$ cat src/rx_port_irq_pkg.sv
// rx_port_irq_pkg: register offsets, field positions, masks and reset values
// for the per-port interrupt enable and status logic.
// assumes: byte-wide registers on an 8-bit register address space.
package rx_port_irq_pkg;

  // ==========================================================================
  // widths
  // ==========================================================================
  localparam int unsigned ADDR_W = 8;
  localparam int unsigned DATA_W = 8;
  localparam int unsigned FLAG_W = 16;  // {high byte, low byte}

  // ==========================================================================
  // register offsets
  // ==========================================================================
  localparam logic [7:0] OFF_IRQ_ENABLE_HIGH = 8'hd8;
  localparam logic [7:0] OFF_IRQ_ENABLE_LOW  = 8'hd9;
  localparam logic [7:0] OFF_IRQ_STATUS_HIGH = 8'hda;
  localparam logic [7:0] OFF_IRQ_STATUS_LOW  = 8'hdb;

  // ==========================================================================
  // field positions, high registers
  // ==========================================================================
  localparam int unsigned BIT_LINK_ENCODE_ERR   = 2;
  localparam int unsigned BIT_CTRL_CHAN_SEQ_ERR = 1;
  localparam int unsigned BIT_CTRL_CHAN_CRC_ERR = 0;

  // ==========================================================================
  // field positions, low registers
  // ==========================================================================
  localparam int unsigned BIT_LINE_LENGTH_CHANGE = 6;
  localparam int unsigned BIT_LINE_COUNT_CHANGE  = 5;
  localparam int unsigned BIT_RX_BUFFER_OVERFLOW = 4;
  localparam int unsigned BIT_LINK_PARITY_ERR    = 2;
  localparam int unsigned BIT_PORT_VALID_CHANGE  = 1;
  localparam int unsigned BIT_LOCK_CHANGE        = 0;

  // ==========================================================================
  // masks and reset values
  // ==========================================================================
  localparam logic [7:0] HIGH_ENABLE_WR_MASK = 8'h07;  // bits 7:3 read-only zero
  localparam logic [7:0] LOW_ENABLE_WR_MASK  = 8'hff;  // reserved bits writable
  localparam logic [7:0] HIGH_STATUS_MASK    = 8'h07;
  localparam logic [7:0] LOW_STATUS_MASK     = 8'h77;
  localparam logic [7:0] HIGH_CLR_BY_FIRST   = 8'h03;  // seq, crc
  localparam logic [7:0] LOW_CLR_BY_FIRST    = 8'h07;  // parity, valid, lock
  localparam logic [7:0] HIGH_CLR_BY_SECOND  = 8'h04;  // encode
  localparam logic [7:0] LOW_CLR_BY_SECOND   = 8'h70;  // length, count, overflow
  localparam logic [7:0] ENABLE_RESET        = 8'h00;
  localparam logic [7:0] STATUS_RESET        = 8'h00;
  localparam logic [7:0] UNMAPPED_READ       = 8'h00;

endpackage

$ cat src/flag_bank_if.sv
// flag_bank_if: carries set, clear and flag vectors between the port
// interrupt logic and its sticky flag bank.
// assumes: both ends on the same clock.
`timescale 1ns/1ps
`default_nettype none
interface flag_bank_if #(
  parameter int unsigned W = 16
);
  logic [W-1:0] set;
  logic [W-1:0] clr;
  logic [W-1:0] flags;

  modport bank (input set, input clr, output flags);
  modport user (output set, output clr, input flags);
endinterface
`default_nettype wire

$ cat src/sticky_flag_bank.sv
// sticky_flag_bank: a row of sticky flags, set by hardware, cleared by pulses.
// assumes: synchronous active-high reset, set and clear are one-cycle pulses.
`timescale 1ns/1ps
`default_nettype none
module sticky_flag_bank
  import rx_port_irq_pkg::*;
#(
  parameter int unsigned W = 16
) (
  input  wire logic i_clk_sys,
  input  wire logic i_sys_rst,
  flag_bank_if.bank fb
);

  logic [W-1:0] flag_q;

  // ==========================================================================
  // one flop per flag; a set in the clear cycle wins
  // ==========================================================================
  for (genvar g = 0; g < W; g++) begin : g_flag
    logic flag_d;
    assign flag_d = fb.set[g] | (flag_q[g] & ~fb.clr[g]);
    always_ff @(posedge i_clk_sys) begin
      if (i_sys_rst) begin
        flag_q[g] <= 1'b0;
      end else begin
        flag_q[g] <= flag_d;
      end
    end
  end

  assign fb.flags = flag_q;

endmodule
`default_nettype wire

$ cat src/rx_port_interrupt_logic.sv
// rx_port_interrupt_logic: per receive port interrupt enable and status.
// assumes: event inputs are one-cycle pulses from the port's detectors,
// synchronous to i_clk_sys; the port status register reads are reported
// by the register block as one-cycle pulses.
`timescale 1ns/1ps
`default_nettype none

// What this block does
// with high enable bit 2 set, a link encoding error raises the interrupt.
// with high enable bit 1 set, a control-channel sequence error raises the interrupt.
// with high enable bit 0 set, a control-channel crc error raises the interrupt.
// with low enable bit 6 set, a video line length change raises the interrupt.
// with low enable bit 5 set, a change in lines per frame raises the interrupt.
// with low enable bit 4 set, a receive buffer overflow raises the interrupt.
// with low enable bit 2 set, a link parity error raises the interrupt.
// with low enable bit 1 set, a port valid status change raises the interrupt.
// with low enable bit 0 set, a lock status change raises the interrupt.
// high status bit 2 latches encoding errors and clears on a second port status read.
// high status bits 1 and 0 latch sequence and crc errors and clear on a first port status read.
// low status bits 6, 5 and 4 latch length, count and overflow and clear on a second port status read.
// low status bit 2 latches parity errors and clears on a first port status read.
// low status bit 1 latches port valid changes and clears on a first port status read.
// low status bit 0 latches lock changes and clears on a first port status read.
// the interrupt is high one cycle after any status bit and its enable are both set, and drops one cycle after they are not; enables reset to off.
module rx_port_interrupt_logic
  import rx_port_irq_pkg::*;
(
  input  wire logic              i_clk_sys,
  input  wire logic              i_sys_rst,
  input  wire logic [ADDR_W-1:0] i_reg_addr,
  input  wire logic              i_reg_wr_en,
  input  wire logic [DATA_W-1:0] i_reg_wr_data,
  input  wire logic              i_reg_rd_en,
  output logic      [DATA_W-1:0] o_reg_rd_data,
  output logic                   o_reg_rd_valid,
  input  wire logic              i_port_status_first_rd,
  input  wire logic              i_port_status_second_rd,
  input  wire logic              i_link_encode_err,
  input  wire logic              i_ctrl_chan_seq_err,
  input  wire logic              i_ctrl_chan_crc_err,
  input  wire logic              i_line_length_change,
  input  wire logic              i_line_count_change,
  input  wire logic              i_rx_buffer_overflow,
  input  wire logic              i_link_parity_err,
  input  wire logic              i_port_valid_change,
  input  wire logic              i_lock_change,
  output logic                   o_port_irq
);

  // ==========================================================================
  // decode helper
  // ==========================================================================
  // true when an access strobe targets the given offset
  function automatic logic addr_hit(input logic [ADDR_W-1:0] addr,
                                    input logic [ADDR_W-1:0] off,
                                    input logic              strobe);
    addr_hit = strobe & (addr == off);
  endfunction

  // ==========================================================================
  // declarations
  // ==========================================================================
  logic [DATA_W-1:0] en_high_q;
  logic [DATA_W-1:0] en_high_d;
  logic [DATA_W-1:0] en_low_q;
  logic [DATA_W-1:0] en_low_d;
  logic [DATA_W-1:0] rd_data_q;
  logic [DATA_W-1:0] rd_data_d;
  logic              rd_valid_q;
  logic              irq_q;
  logic              irq_d;
  logic              wr_en_high;
  logic              wr_en_low;
  logic              rd_en_high;
  logic              rd_en_low;
  logic              rd_st_high;
  logic              rd_st_low;
  logic [DATA_W-1:0] evt_high;
  logic [DATA_W-1:0] evt_low;
  logic [DATA_W-1:0] set_high;
  logic [DATA_W-1:0] set_low;
  logic [DATA_W-1:0] clr_high;
  logic [DATA_W-1:0] clr_low;
  logic [DATA_W-1:0] st_high;
  logic [DATA_W-1:0] st_low;

  flag_bank_if #(.W(FLAG_W)) fb ();

  // ==========================================================================
  // register access decode
  // ==========================================================================
  assign wr_en_high = addr_hit(i_reg_addr, OFF_IRQ_ENABLE_HIGH, i_reg_wr_en);
  assign wr_en_low  = addr_hit(i_reg_addr, OFF_IRQ_ENABLE_LOW, i_reg_wr_en);
  assign rd_en_high = addr_hit(i_reg_addr, OFF_IRQ_ENABLE_HIGH, i_reg_rd_en);
  assign rd_en_low  = addr_hit(i_reg_addr, OFF_IRQ_ENABLE_LOW, i_reg_rd_en);
  assign rd_st_high = addr_hit(i_reg_addr, OFF_IRQ_STATUS_HIGH, i_reg_rd_en);
  assign rd_st_low  = addr_hit(i_reg_addr, OFF_IRQ_STATUS_LOW, i_reg_rd_en);

  // ==========================================================================
  // enable registers
  // ==========================================================================
  // in the high register only implemented bits take a write; reserved high bits stay zero
  assign en_high_d = wr_en_high ? (i_reg_wr_data & HIGH_ENABLE_WR_MASK) : en_high_q;
  assign en_low_d  = wr_en_low ? (i_reg_wr_data & LOW_ENABLE_WR_MASK) : en_low_q;

  // enables come out of reset disabled
  always_ff @(posedge i_clk_sys) begin
    if (i_sys_rst) begin
      en_high_q <= ENABLE_RESET;
      en_low_q  <= ENABLE_RESET;
    end else begin
      en_high_q <= en_high_d;
      en_low_q  <= en_low_d;
    end
  end

  // ==========================================================================
  // event gathering
  // ==========================================================================
  // high byte: encoding, control-channel sequence and crc errors
  always_comb begin
    evt_high = 8'h00;
    evt_high[BIT_LINK_ENCODE_ERR]   = i_link_encode_err;
    evt_high[BIT_CTRL_CHAN_SEQ_ERR] = i_ctrl_chan_seq_err;
    evt_high[BIT_CTRL_CHAN_CRC_ERR] = i_ctrl_chan_crc_err;
  end

  // low byte: video line changes, overflow, parity, valid and lock changes
  always_comb begin
    evt_low = 8'h00;
    evt_low[BIT_LINE_LENGTH_CHANGE] = i_line_length_change;
    evt_low[BIT_LINE_COUNT_CHANGE]  = i_line_count_change;
    evt_low[BIT_RX_BUFFER_OVERFLOW] = i_rx_buffer_overflow;
    evt_low[BIT_LINK_PARITY_ERR]    = i_link_parity_err;
    evt_low[BIT_PORT_VALID_CHANGE]  = i_port_valid_change;
    evt_low[BIT_LOCK_CHANGE]        = i_lock_change;
  end

  // ==========================================================================
  // set and clear vectors for the flag bank
  // ==========================================================================
  // only enabled events latch
  assign set_high = evt_high & en_high_q & HIGH_STATUS_MASK;
  assign set_low  = evt_low & en_low_q & LOW_STATUS_MASK;

  // each flag clears on the read of the port status register that reports it
  assign clr_high = ({DATA_W{i_port_status_first_rd}} & HIGH_CLR_BY_FIRST)
                  | ({DATA_W{i_port_status_second_rd}} & HIGH_CLR_BY_SECOND);
  assign clr_low  = ({DATA_W{i_port_status_first_rd}} & LOW_CLR_BY_FIRST)
                  | ({DATA_W{i_port_status_second_rd}} & LOW_CLR_BY_SECOND);

  assign fb.set = {set_high, set_low};
  assign fb.clr = {clr_high, clr_low};

  // unused status positions are masked so they always read zero
  assign st_high = fb.flags[FLAG_W-1:DATA_W] & HIGH_STATUS_MASK;
  assign st_low  = fb.flags[DATA_W-1:0] & LOW_STATUS_MASK;

  sticky_flag_bank #(
    .W (FLAG_W)
  ) u_flags (
    .i_clk_sys (i_clk_sys),
    .i_sys_rst (i_sys_rst),
    .fb        (fb)
  );

  // ==========================================================================
  // interrupt request
  // ==========================================================================
  assign irq_d = |({st_high, st_low} & {en_high_q, en_low_q});

  always_ff @(posedge i_clk_sys) begin
    if (i_sys_rst) begin
      irq_q <= 1'b0;
    end else begin
      irq_q <= irq_d;
    end
  end

  // ==========================================================================
  // read data path
  // ==========================================================================
  // unmapped offsets answer with zero
  assign rd_data_d = rd_en_high ? en_high_q :
                     rd_en_low  ? en_low_q  :
                     rd_st_high ? st_high   :
                     rd_st_low  ? st_low    : UNMAPPED_READ;

  always_ff @(posedge i_clk_sys) begin
    if (i_sys_rst) begin
      rd_data_q  <= UNMAPPED_READ;
      rd_valid_q <= 1'b0;
    end else begin
      rd_data_q  <= i_reg_rd_en ? rd_data_d : rd_data_q;
      rd_valid_q <= i_reg_rd_en;
    end
  end

  assign o_reg_rd_data  = rd_data_q;
  assign o_reg_rd_valid = rd_valid_q;
  assign o_port_irq     = irq_q;
endmodule
`default_nettype wire

$ cat config.mk
export PLATFORM = sky130hd
export DESIGN_NAME = rx_port_interrupt_logic
export DESIGN_NICKNAME = d
export VERILOG_FILES = /design/src/rx_port_irq_pkg.sv /design/src/flag_bank_if.sv /design/src/sticky_flag_bank.sv /design/src/rx_port_interrupt_logic.sv
export SDC_FILE = /design/constraint.sdc
export NUM_CORES = 1
export LEC_CHECK = 0
export ABC_CLOCK_PERIOD_IN_PS = 1600
export BUFFER_PORTS_ARGS = -buffer_cell sky130_fd_sc_hd__buf_4
export CAP_MARGIN = 20
export CORE_AREA = 2 2 70 72
export CTS_CLUSTER_SIZE = 28
export DETAILED_ROUTE_END_ITERATION = 12
export DIE_AREA = 0 0 72 74
export PLACE_DENSITY = 0.55
export REMOVE_ABC_BUFFERS = 1
export SYNTH_ARGS = -nofsm -noshare
export SYNTH_HDL_FRONTEND = slang
export SYNTH_SLANG_ARGS = --single-unit
$ cat constraint.sdc
create_clock -name i_clk_sys -period 1.6 [get_ports i_clk_sys]
set_input_delay 0.24 -clock i_clk_sys [delete_from_list [all_inputs] [get_ports i_clk_sys]]
set_output_delay 0.24 -clock i_clk_sys [all_outputs]
set_load 0.02 [all_outputs]
== Word-level counts from Yosys, hierarchy flattened ==
Index checks and enable logic that the tools add are counted.

* Equality and inequality tests: 4
* Mux-type cells: 4
* Bitwise gates (word level): 38
* Reduce and logical (&&, ||, !) cells: 1

{| class="wikitable"
|+ Operator list
! cell !! number
|-
| 8-bit == test (second input constant) || 4
|-
| 8-bit 2-to-1 mux || 2
|-
| 16-bit OR reduction || 1
|-
| 1-bit bitwise AND || 15
|-
| 7-bit 2-to-1 mux || 2
|-
| 11-bit bitwise AND || 1
|-
| 1-bit inverter || 9
|-
| 1-bit OR || 9
|-
| 7-bit bitwise AND || 1
|-
| 3-bit by 7-bit OR with 7-bit output || 1
|-
| 3-bit bitwise AND || 1
|-
| 2-bit by 3-bit OR with 3-bit output || 1
|}

* Flip-flop bits (word level): 30
* Bits of input ports: 31
* Output and inout port bits: 10
* Logic and storage cells: 61

== Longest topological paths before layout ==
Gate-level depths: netlist of run 1.

* Depth after elaboration: 6
* Depth in mapped cells: 5
* Gate-level depth less buffers: 3

== Cells and area by module ==
A second synthesis of run 1 with hierarchy kept.

* Cell total of the unflattened synthesis: 175
* Area, all modules: 1736.7 um2

{| class="wikitable"
|+ Modules (own cells, without submodules)
! module !! instances !! cells an instance !! area each (um2) !! sequential area each (um2)
|-
| rx_port_interrupt_logic || 1 || 109 || 1107.3 || 420.4
|-
| sticky_flag_bank || 1 || 66 || 629.4 || 320.3
|}

== Worst setup path after synthesis of run 1 ==
OpenSTA, ideal clock, no wires.

* Kind: input port to flip-flop
* Start point: in i_reg_addr[1]
* End point: reg en_low_q[3]
* Setup time: 0.072 ns
* Data arrival time: 1.120 ns
* Required time: 1.528 ns
* Slack: 0.408 ns
* Stages: 5
* Path buffers: 2
* Cells stage by stage: buf_6 -> and4b_4 -> and3_1 -> buf_6 -> mux2i_1

* Longest elaborated chain between the ends: 2

{| class="wikitable"
|+ Ends and longest elaborated chain
! item !! RTL line !! source
|-
| from (decl) || rx_port_interrupt_logic.sv:30 || <nowiki>input wire logic [ADDR_W-1:0] i_reg_addr,</nowiki>
|-
| 8-bit == test || rx_port_interrupt_logic.sv:57 || <nowiki>addr_hit = strobe & (addr == off);</nowiki>
|-
| 1-bit bitwise AND || rx_port_interrupt_logic.sv:57 ||
|-
| to (signal assigned) || rx_port_interrupt_logic.sv:113 || <nowiki>en_low_q <= en_low_d;</nowiki>
|-
| to (decl) || rx_port_interrupt_logic.sv:65 || <nowiki>logic [DATA_W-1:0] en_low_q;</nowiki>
|}

Every way passes these cells.
A chain may end at the register's enable or synchronous reset.

== Final worst setup path of run 1 ==
* Start point: reg en_low_q[0]
* End point: reg rd_data_q[0], in the netlist o_reg_rd_data[0]

* Longest elaborated chain between the ends: 2

{| class="wikitable"
|+ Ends and longest elaborated chain
! item !! RTL line !! source
|-
| 8-bit 2-to-1 mux || rx_port_interrupt_logic.sv:185 || <nowiki>rd_en_low ? en_low_q :</nowiki>
|-
| 8-bit 2-to-1 mux || rx_port_interrupt_logic.sv:184 || <nowiki>assign rd_data_d = rd_en_high ? en_high_q :</nowiki>
|-
| to (signal assigned) || rx_port_interrupt_logic.sv:194 || <nowiki>rd_data_q <= i_reg_rd_en ? rd_data_d : rd_data_q;</nowiki>
|-
| to (decl) || rx_port_interrupt_logic.sv:67 || <nowiki>logic [DATA_W-1:0] rd_data_q;</nowiki>
|}

Every way passes these cells.

==> reports/metrics.yaml, run 1 <==
via_per_inst: 4.880
dieArea_mm2: 0.005328
leakage_nw: 0.7496
first_global_vias: 1117
synth_mux_area_frac: 0.1572
dp_hpwl_mm: 2.453
worstHoldStart: "i_port_valid_change"
synthSimpleGateAreaFrac: 0.2326
netlist_area_mm2: 0.001345
drtIter0Drc: 42
slowest_delay_ns: 0.49
relSlewSlack: 0.8106
cp_max_fo: 4
ys_seq_area_frac: 0.4465
area_growth_pct: 34.33
hold_viol_final: 0
num_rows: 25
cts_htree_levels: 2
die_x_um: 72
worstPathRequired_ns: 1.78
startpoint: "en_low_q[0]"
setup_viol: 0
r2r-start: "en_low_q[0]"
ys_ff_latch: 30
postCtsSetupRepairBufs: 0
post_drt_wl_per_cell_um: 14.05
placed_cells: 217
finalCoreUtilization: 0.3929
place.gp.congestion: 0.8084
drive_gt1_frac: 0.3333
antenna_found_initial: 0
clock-root-buffer: "clkbuf_8"
initial_utilization: 0.2925
yosys.area.top_type_share: 0.4465
cts_buffers: 5
status: "finished, final reports clean"
worstPathCellList: "mux4_2 -> a21o_1"
synth_xor_area_frac: 0
n_antenna_cell: 0
rsz0062_at_grt: "no"
die_h_um: 74
core_mm2: 0.004598
cp_data_arrival_time_ns: 1.30
track_usage: 0.1287
ios: 41
synthCells: 131
synthFlopType: "dfxtp_1"
p_seq_frac: 0.409
clk_latency_ns: 0.28
fin_crit_sh: 0.6982
hold_path_class: "input port to flop"
crit_buf_inv: 0
worst-r2r-cell-count: 2
synth_area_leaders: "dfxtp_1, nand2b_1, mux2i_1"
fin_tns_setup_ns: 0
max-clock-path-buffers: 2
powerDensity_mw_per_mm2: 1013
end_kind: "flop"
synth_edf_count: 0
yosysUniqueCellTypes: 27
wirelength_mm: 3.161
ir_drop_uv: 474.6
cts.sinks: 30
switching_power_mw: 0.3469
drt_pass1_iterations: 4
ff_latch_area_um2: 600.6
yosysMostFrequentCell: "dfxtp_1"
postRouteAntennaNets: 0
crit_family: "multiplexers"
crit_path_start_kind: "flop"
synth_common_cells: "dfxtp_1, nand2b_1, mux2i_1"
cp.depth: 2
cts.repair.resized: 0
slew_violations: 0
worst_pin_slew_ns: 0.2840
synth_compound_area_frac: 0.1163
intPower_mw: 1.483
synth_fa_ha_area_frac: 0
drv_cap: 0
skew_ns: 0.003541
clkPwrFrac: 0.525
min_path_cells: 3
grt_overflow_total: 0
drc: 0
grt_pass1_wl_mm: 5.154
fin_crit_ns: 1.117
num-fill-cells: 469
hold_buffers: 0
grt_max_degree: 27
synth_top_family_by_area: "simple AND/OR/NAND/NOR gates"
port_buffers: 40
num_vias: 1098
tritoncts: "yes"
fmax_mhz: 895.2
yosysWarnings: 0
nets: 201
p_total_mw: 1.830
postSynthAreaPerCell_um2: 10.27
synth.largest_area_cell: "dfxtp_1"
final_cells: 225
multi_input_area_um2: 680.7
path_class: "flop to flop"
p_sw_frac: 0.1896
synthArstFlopShare: 0
pwr-share-comb: 0.065
worst_setup_hold_path_clk_slew_ns: 0.07
slowest_stage: "mux4_2"
[power groups by stage]
stage | logic, mW | registers [mW] | clock network (mW)
final | 0.119 | 0.749 | 0.961
after global routing | 0.130 | 0.748 | 1.02
after CTS | 0.121 | 0.749 | 0.983
after detailed placement | 0.121 | 0.766 | 0
after global placement | 0.120 | 0.766 | 0
after floorplan | 0.0314 | 0.768 | 0
[cell families (layout without fill, tap and decap cells)]
group,Yosys count,in the layout
DFF,30,30
muxes,17,17
buffers and inverters,11,51
and+or+nand+nor,51,51
AOI/OAI and AO/OA,22,22
[metrics by stage]
step | worst slack [ns] | area, um2 | hold WS (ns)
3_5_place_dp | 0.1948 | 1664 | 0.4658
2_1_floorplan | 0.4373 | 1289 | 0.3091
5_1_grt | 0.4234 | 1807 | 0.1857
3_3_place_gp | 0.2543 | 1664 | 0.4641
6_report | 0.4829 | 1807 | 0.1934
4_1_cts | 0.4845 | 1807 | 0.1833
[per-layer routing]
| metal | vias to the layer above | routed length, um | GRT usage | share of wire |
|---|---|---|---|---|
| li1 | 547 | - | - | - |
| met1 | 508 | 1422 | 0.1591 | 0.45 |
| met2 | 36 | 1468 | 0.2088 | 0.46 |
| met3 | 7 | 217 | 0.04743 | 0.069 |
| met4 | 0 | 52 | 0.04403 | 0.016 |
| met5 | - | 0 | 0 | 0 |
[sequential cells by signal, summed over array words and instances (netlist names)]
| signal | flops |
|---|---|
| u_flags.fb.flags | 9 |
| en_high_q | 3 |
| o_port_irq | 1 |
| o_reg_rd_data | 8 |
| en_low_q | 8 |
| o_reg_rd_valid | 1 |
[worst reg2reg max path: stages, from the launching register on]
cell	delay (ns)
dfxtp_1	0.34
mux4_2	0.49
a21o_1	0.19
[placed cells by master (no fill, tap or decap), types with 2 or more instances in the layout]
master     netlist  routed
buf_4            1      41
a21o_1           3       3
nor2_1          10      10
mux4_2           3       3
bufinv_16        0       2
mux2_2           3       3
a22oi_1         10      10
dfxtp_1         30      30
nor3b_1          3       3
and3_1           2       2
and2_1           2       2
clkbuf_8         0       6
mux2i_1         11      11
nand4_1          5       5
nand2b_1        24      24
a21oi_1          5       5
inv_1            2       2
[final timing paths]
path	to	slack (ns)
worst max register to register	o_reg_rd_data[0]	0.48
worst min register to register	o_reg_rd_data[7]	0.48
worst min-delay path	u_flags.fb.flags[1]	0.19
worst max-delay path	o_reg_rd_data[0]	0.48
[area by class of cell]
class | instances | area share
clock inverter | 2 | 0.03324
timing repair buffer | 41 | 0.1704
sequential | 30 | 0.3324
tap | 54 | 0.03740
inverter | 2 | 0.004155
clock buffer | 6 | 0.04571
multi-input combinational | 90 | 0.3767
No activity file was read; power rests on OpenSTA's default activity.
==> run 2, diff against run 1 <==
Settings changed: ABC_CLOCK_PERIOD_IN_PS 1600 to 1160.
Clock period 1.6 ns to 1.16 ns, I/O delays scaled along.
==> run 2 against run 1 <==
Effect of this change: non-clock buffer count grew 7; clock skew is essentially flat; wire length grew 2.9%; setup slack lost 0.43 ns; fmax grew 0.82%; largest power group is now registers; highest routed layer unchanged.
==> reports/metrics.yaml, run 2 (synthesized netlist as in run 1, its figures left out) <==
first_global_vias: 1117
post-place-ws_ns: -0.1398
status: "finished, final reports clean"
clock-root-buffer: "clkbuf_8"
leakage_nw: 0.7568
track_usage: 0.1308
tritoncts: "yes"
slew_violations: 0
setup_ws_ns: 0.05202
hold_viol_final: 0
hold_ws_ns: 0.1230
placed_cells: 224
postCtsSetupRepairBufs: 0
post_drt_wl_per_cell_um: 14.14
cts.repair.resized: 0
hold_buffers: 0
die_x_um: 72
port_buffers: 40
rsz0062_at_grt: "no"
grt_pass1_wl_mm: 5.264
place_area_mm2: 0.001717
grt_max_degree: 21
worst_pin_slew_ns: 0.2946
n_antenna_cell: 0
num_vias: 1148
drt_pass1_iterations: 4
powerDensity_mw_per_mm2: 1127
skew_ns: 0.003044
crit_path_start_kind: "flop"
nets: 208
fin_crit_ns: 1.108
max-clock-path-buffers: 2
fin_tns_setup_ns: 0
num_rows: 25
drv_cap: 0
via_per_inst: 4.991
end_kind: "flop"
drtIter0Drc: 48
hold_path_class: "input port to flop"
relSlewSlack: 0.8031
wirelength_mm: 3.253
grt_overflow_total: 0
layout_commonest_cell: "buf_4"
setup_viol: 0
fin_crit_sh: 0.9552
layout_common_cells: "buf_4, dfxtp_1, nand2b_1, mux2i_1"
dieArea_mm2: 0.005328
drive_gt1_frac: 0.3523
worstPathRequired_ns: 1.34
cts_htree_levels: 2
place.gp.congestion: 0.8233
final_cells: 230
path_class: "flop to flop"
worst_setup_hold_path_clk_slew_ns: 0.06
ir_drop_uv: 651.5
p_total_mw: 2.028
num-fill-cells: 459
cp_max_fo: 4
finalCoreUtilization: 0.3913
area_growth_pct: 33.77
fmax_mhz: 902.5
largest_register_ffs: 9
cts.sinks: 30
antenna_found_initial: 0
ios: 41
die_h_um: 74
core_mm2: 0.004598
postRouteAntennaNets: 0
dp_hpwl_mm: 2.524
cts_buffers: 5
cp_data_arrival_time_ns: 1.29
clk_latency_ns: 0.28
finish.instance_area_mm2: 0.001799
drc: 0
initial_utilization: 0.2925
[run 2: changes by cell type in the layout (fill, tap and decap cells not counted)]
| cell | previous run | this run |
|---|---|---|
| buf_4 | 41 | 48 |
| bufinv_16 | 2 | 0 |
[run 2: worst paths after layout]
path	from	end	slack, ns	cells past startpoint
max	en_low_q[0]	o_reg_rd_data[0]	0.05	2
min	i_lock_change	u_flags.fb.flags[0]	0.12	3
max reg2reg	en_low_q[0]	o_reg_rd_data[0]	0.05	2
min reg2reg	o_reg_rd_data[7]	o_reg_rd_data[7]	0.47	2
[run 2: critical path, cell delays in order (launching register included)]
cell	delay, ns
dfxtp_1	0.34
mux4_2	0.48
a21o_1	0.18
[run 2: layout make-up]
| type | instances | area [um2] | area share |
|---|---|---|---|
| tap | 54 | 67.56 | 0.03755 |
| inverter | 2 | 7.507 | 0.004172 |
| multi-input combinational | 90 | 680.7 | 0.3783 |
| sequential | 30 | 600.6 | 0.3338 |
| timing repair buffer | 48 | 360.3 | 0.2003 |
| clock buffer | 6 | 82.58 | 0.04590 |
[run 2: routing by layer]
| metal | vias up | GRT usage | routed length [um] |
|---|---|---|---|
| met5 | - | 0 | 0 |
| met4 | 0 | 0.05660 | 61 |
| met3 | 8 | 0.03930 | 254 |
| met2 | 40 | 0.2109 | 1538 |
| met1 | 540 | 0.1639 | 1399 |
| li1 | 560 | - | - |
[run 2: power breakdown]
part           total, mW  switching (mW)  leakage (nW)  internal (mW)
clock network      0.817           0.361        0.0431          0.456
registers           1.03         0.00125         0.242           1.03
logic              0.178          0.0698         0.472          0.108
total               2.03           0.432         0.757           1.60
==> run 3, diff against run 2 <==
Settings changed: BUFFER_PORTS_ARGS -buffer_cell sky130_fd_sc_hd__buf_4 to -buffer_cell sky130_fd_sc_hd__buf_2.
==> run 3 against run 2 <==
Effect of this change: core utilization down 1.5 points; setup slack worse by 0.011 ns; via count shrank 2.3%; highest routed layer unchanged; wire length grew 1.4%; sequential share of layout area grew 1.4 points; clock skew is 0.0034 ns higher; die area unchanged; combinational power is 19% lower.
==> reports/metrics.yaml, run 3 (synthesized netlist as in run 1, its figures left out) <==
status: "finished, final reports clean"
worst_pin_slew_ns: 0.3014
antenna_found_initial: 0
cts_buffers: 5
startpoint: "en_low_q[0]"
port_buffers: 40
hold_ws_ns: 0.1247
path_class: "flop to flop"
drt_pass1_iterations: 4
dp_hpwl_mm: 2.639
place.gp.congestion: 0.8054
grt_pass1_wl_mm: 5.478
core_mm2: 0.004598
fmax_mhz: 893.8
die_h_um: 74
drv_cap: 0
wirelength_mm: 3.298
post_drt_wl_per_cell_um: 14.22
initial_utilization: 0.2925
skew_ns: 0.006416
n_antenna_cell: 0
num_rows: 25
layout_common_cells: "buf_2, dfxtp_1, nand2b_1, mux2i_1"
ir_drop_uv: 466.3
postRouteAntennaNets: 0
drc: 0
cts_htree_levels: 2
grt_overflow_total: 0
fin_crit_ns: 1.119
drive_gt1_frac: 0.3539
cp_max_fo: 4
grt_max_degree: 18
dieArea_mm2: 0.005328
slew_violations: 0
powerDensity_mw_per_mm2: 1278
drtIter0Drc: 25
via_per_inst: 4.836
die_x_um: 72
largest_register_ffs: 9
num_vias: 1122
clock-root-buffer: "clkbuf_8"
rsz0062_at_grt: "no"
max-clock-path-buffers: 2
r2r-start: "en_low_q[0]"
hold_buffers: 0
first_global_vias: 1148
nets: 208
worstHoldStart: "i_ctrl_chan_crc_err"
finalCoreUtilization: 0.3761
p_total_mw: 2.210
crit_path_start_kind: "flop"
tritoncts: "yes"
worst_setup_hold_path_clk_slew_ns: 0.07
clk_latency_ns: 0.28
cp_data_arrival_time_ns: 1.30
hold_viol_final: 0
leakage_nw: 0.7446
track_usage: 0.1361
end_kind: "flop"
layout_commonest_cell: "buf_2"
fin_crit_sh: 0.9645
setup_viol: 0
worstPathRequired_ns: 1.34
hold_path_class: "input port to flop"
ios: 41
area_growth_pct: 28.56
relSlewSlack: 0.7991
cts.sinks: 30
run 3: cell count changes in the layout (fill, tap and decap cells not counted):
cell       delta
a221oi_1      -1
buf_4        -40
bufinv_16     +1
buf_2        +40
a221oi_2      +1
clkbuf_1      +2
clkbuf_8      -1
run 3: routing by layer:
layer / wire length, um / GRT usage
met3: 223 / 0.05691
met1: 1490 / 0.1693
met5: 0 / 0
met4: 35 / 0.04403
met2: 1550 / 0.2160
run 3: stage by stage:
step / cell area [um2] / TNS, ns / instances / worst slack, ns
floorplan: 1289 / 0 / 122 / 0.06330
global placement: 1617 / -0.6124 / 224 / -0.09639
detailed placement: 1617 / -0.9563 / 224 / -0.1499
CTS: 1723 / 0 / 232 / 0.03927
global route: 1729 / 0 / 232 / 0.02102
finish: 1729 / 0 / 232 / 0.04119
run 3: area by class of cell:
type,count,area [um2]
Fill cell,466,2869
Tap cell,54,67.56
Inverter,2,7.507
Clock buffer,7,76.32
Multi-Input combinational cell,90,686.9
Clock inverter,1,30.03
Timing Repair Buffer,48,260.3
Sequential cell,30,600.6
run 3: timing repair:
action | 4_1_cts | 5_1_grt
resized for setup | 0 | 1
buffers inserted | 0 | 0
endpoints found under the setup margin | 0 | 1
run 3: power by group:
group          internal [mW]  total, mW  switching [mW]
registers               1.03       1.03        0.000935
clock network          0.642       1.03           0.391
logic                 0.0765      0.144          0.0679
run 3: worst paths after layout:
| check | cells past startpoint | slack, ns | endpoint |
|---|---|---|---|
| max | 2 | 0.04 | o_reg_rd_data[0] |
| min | 3 | 0.12 | u_flags.fb.flags[8] |
| max reg2reg | 2 | 0.04 | o_reg_rd_data[0] |
| min reg2reg | 2 | 0.47 | o_reg_rd_data[7] |
run 3: critical path: stages, from the launching register on:
cell and delay, ns:
dfxtp_1 0.34, mux4_2 0.49, a21o_1 0.19
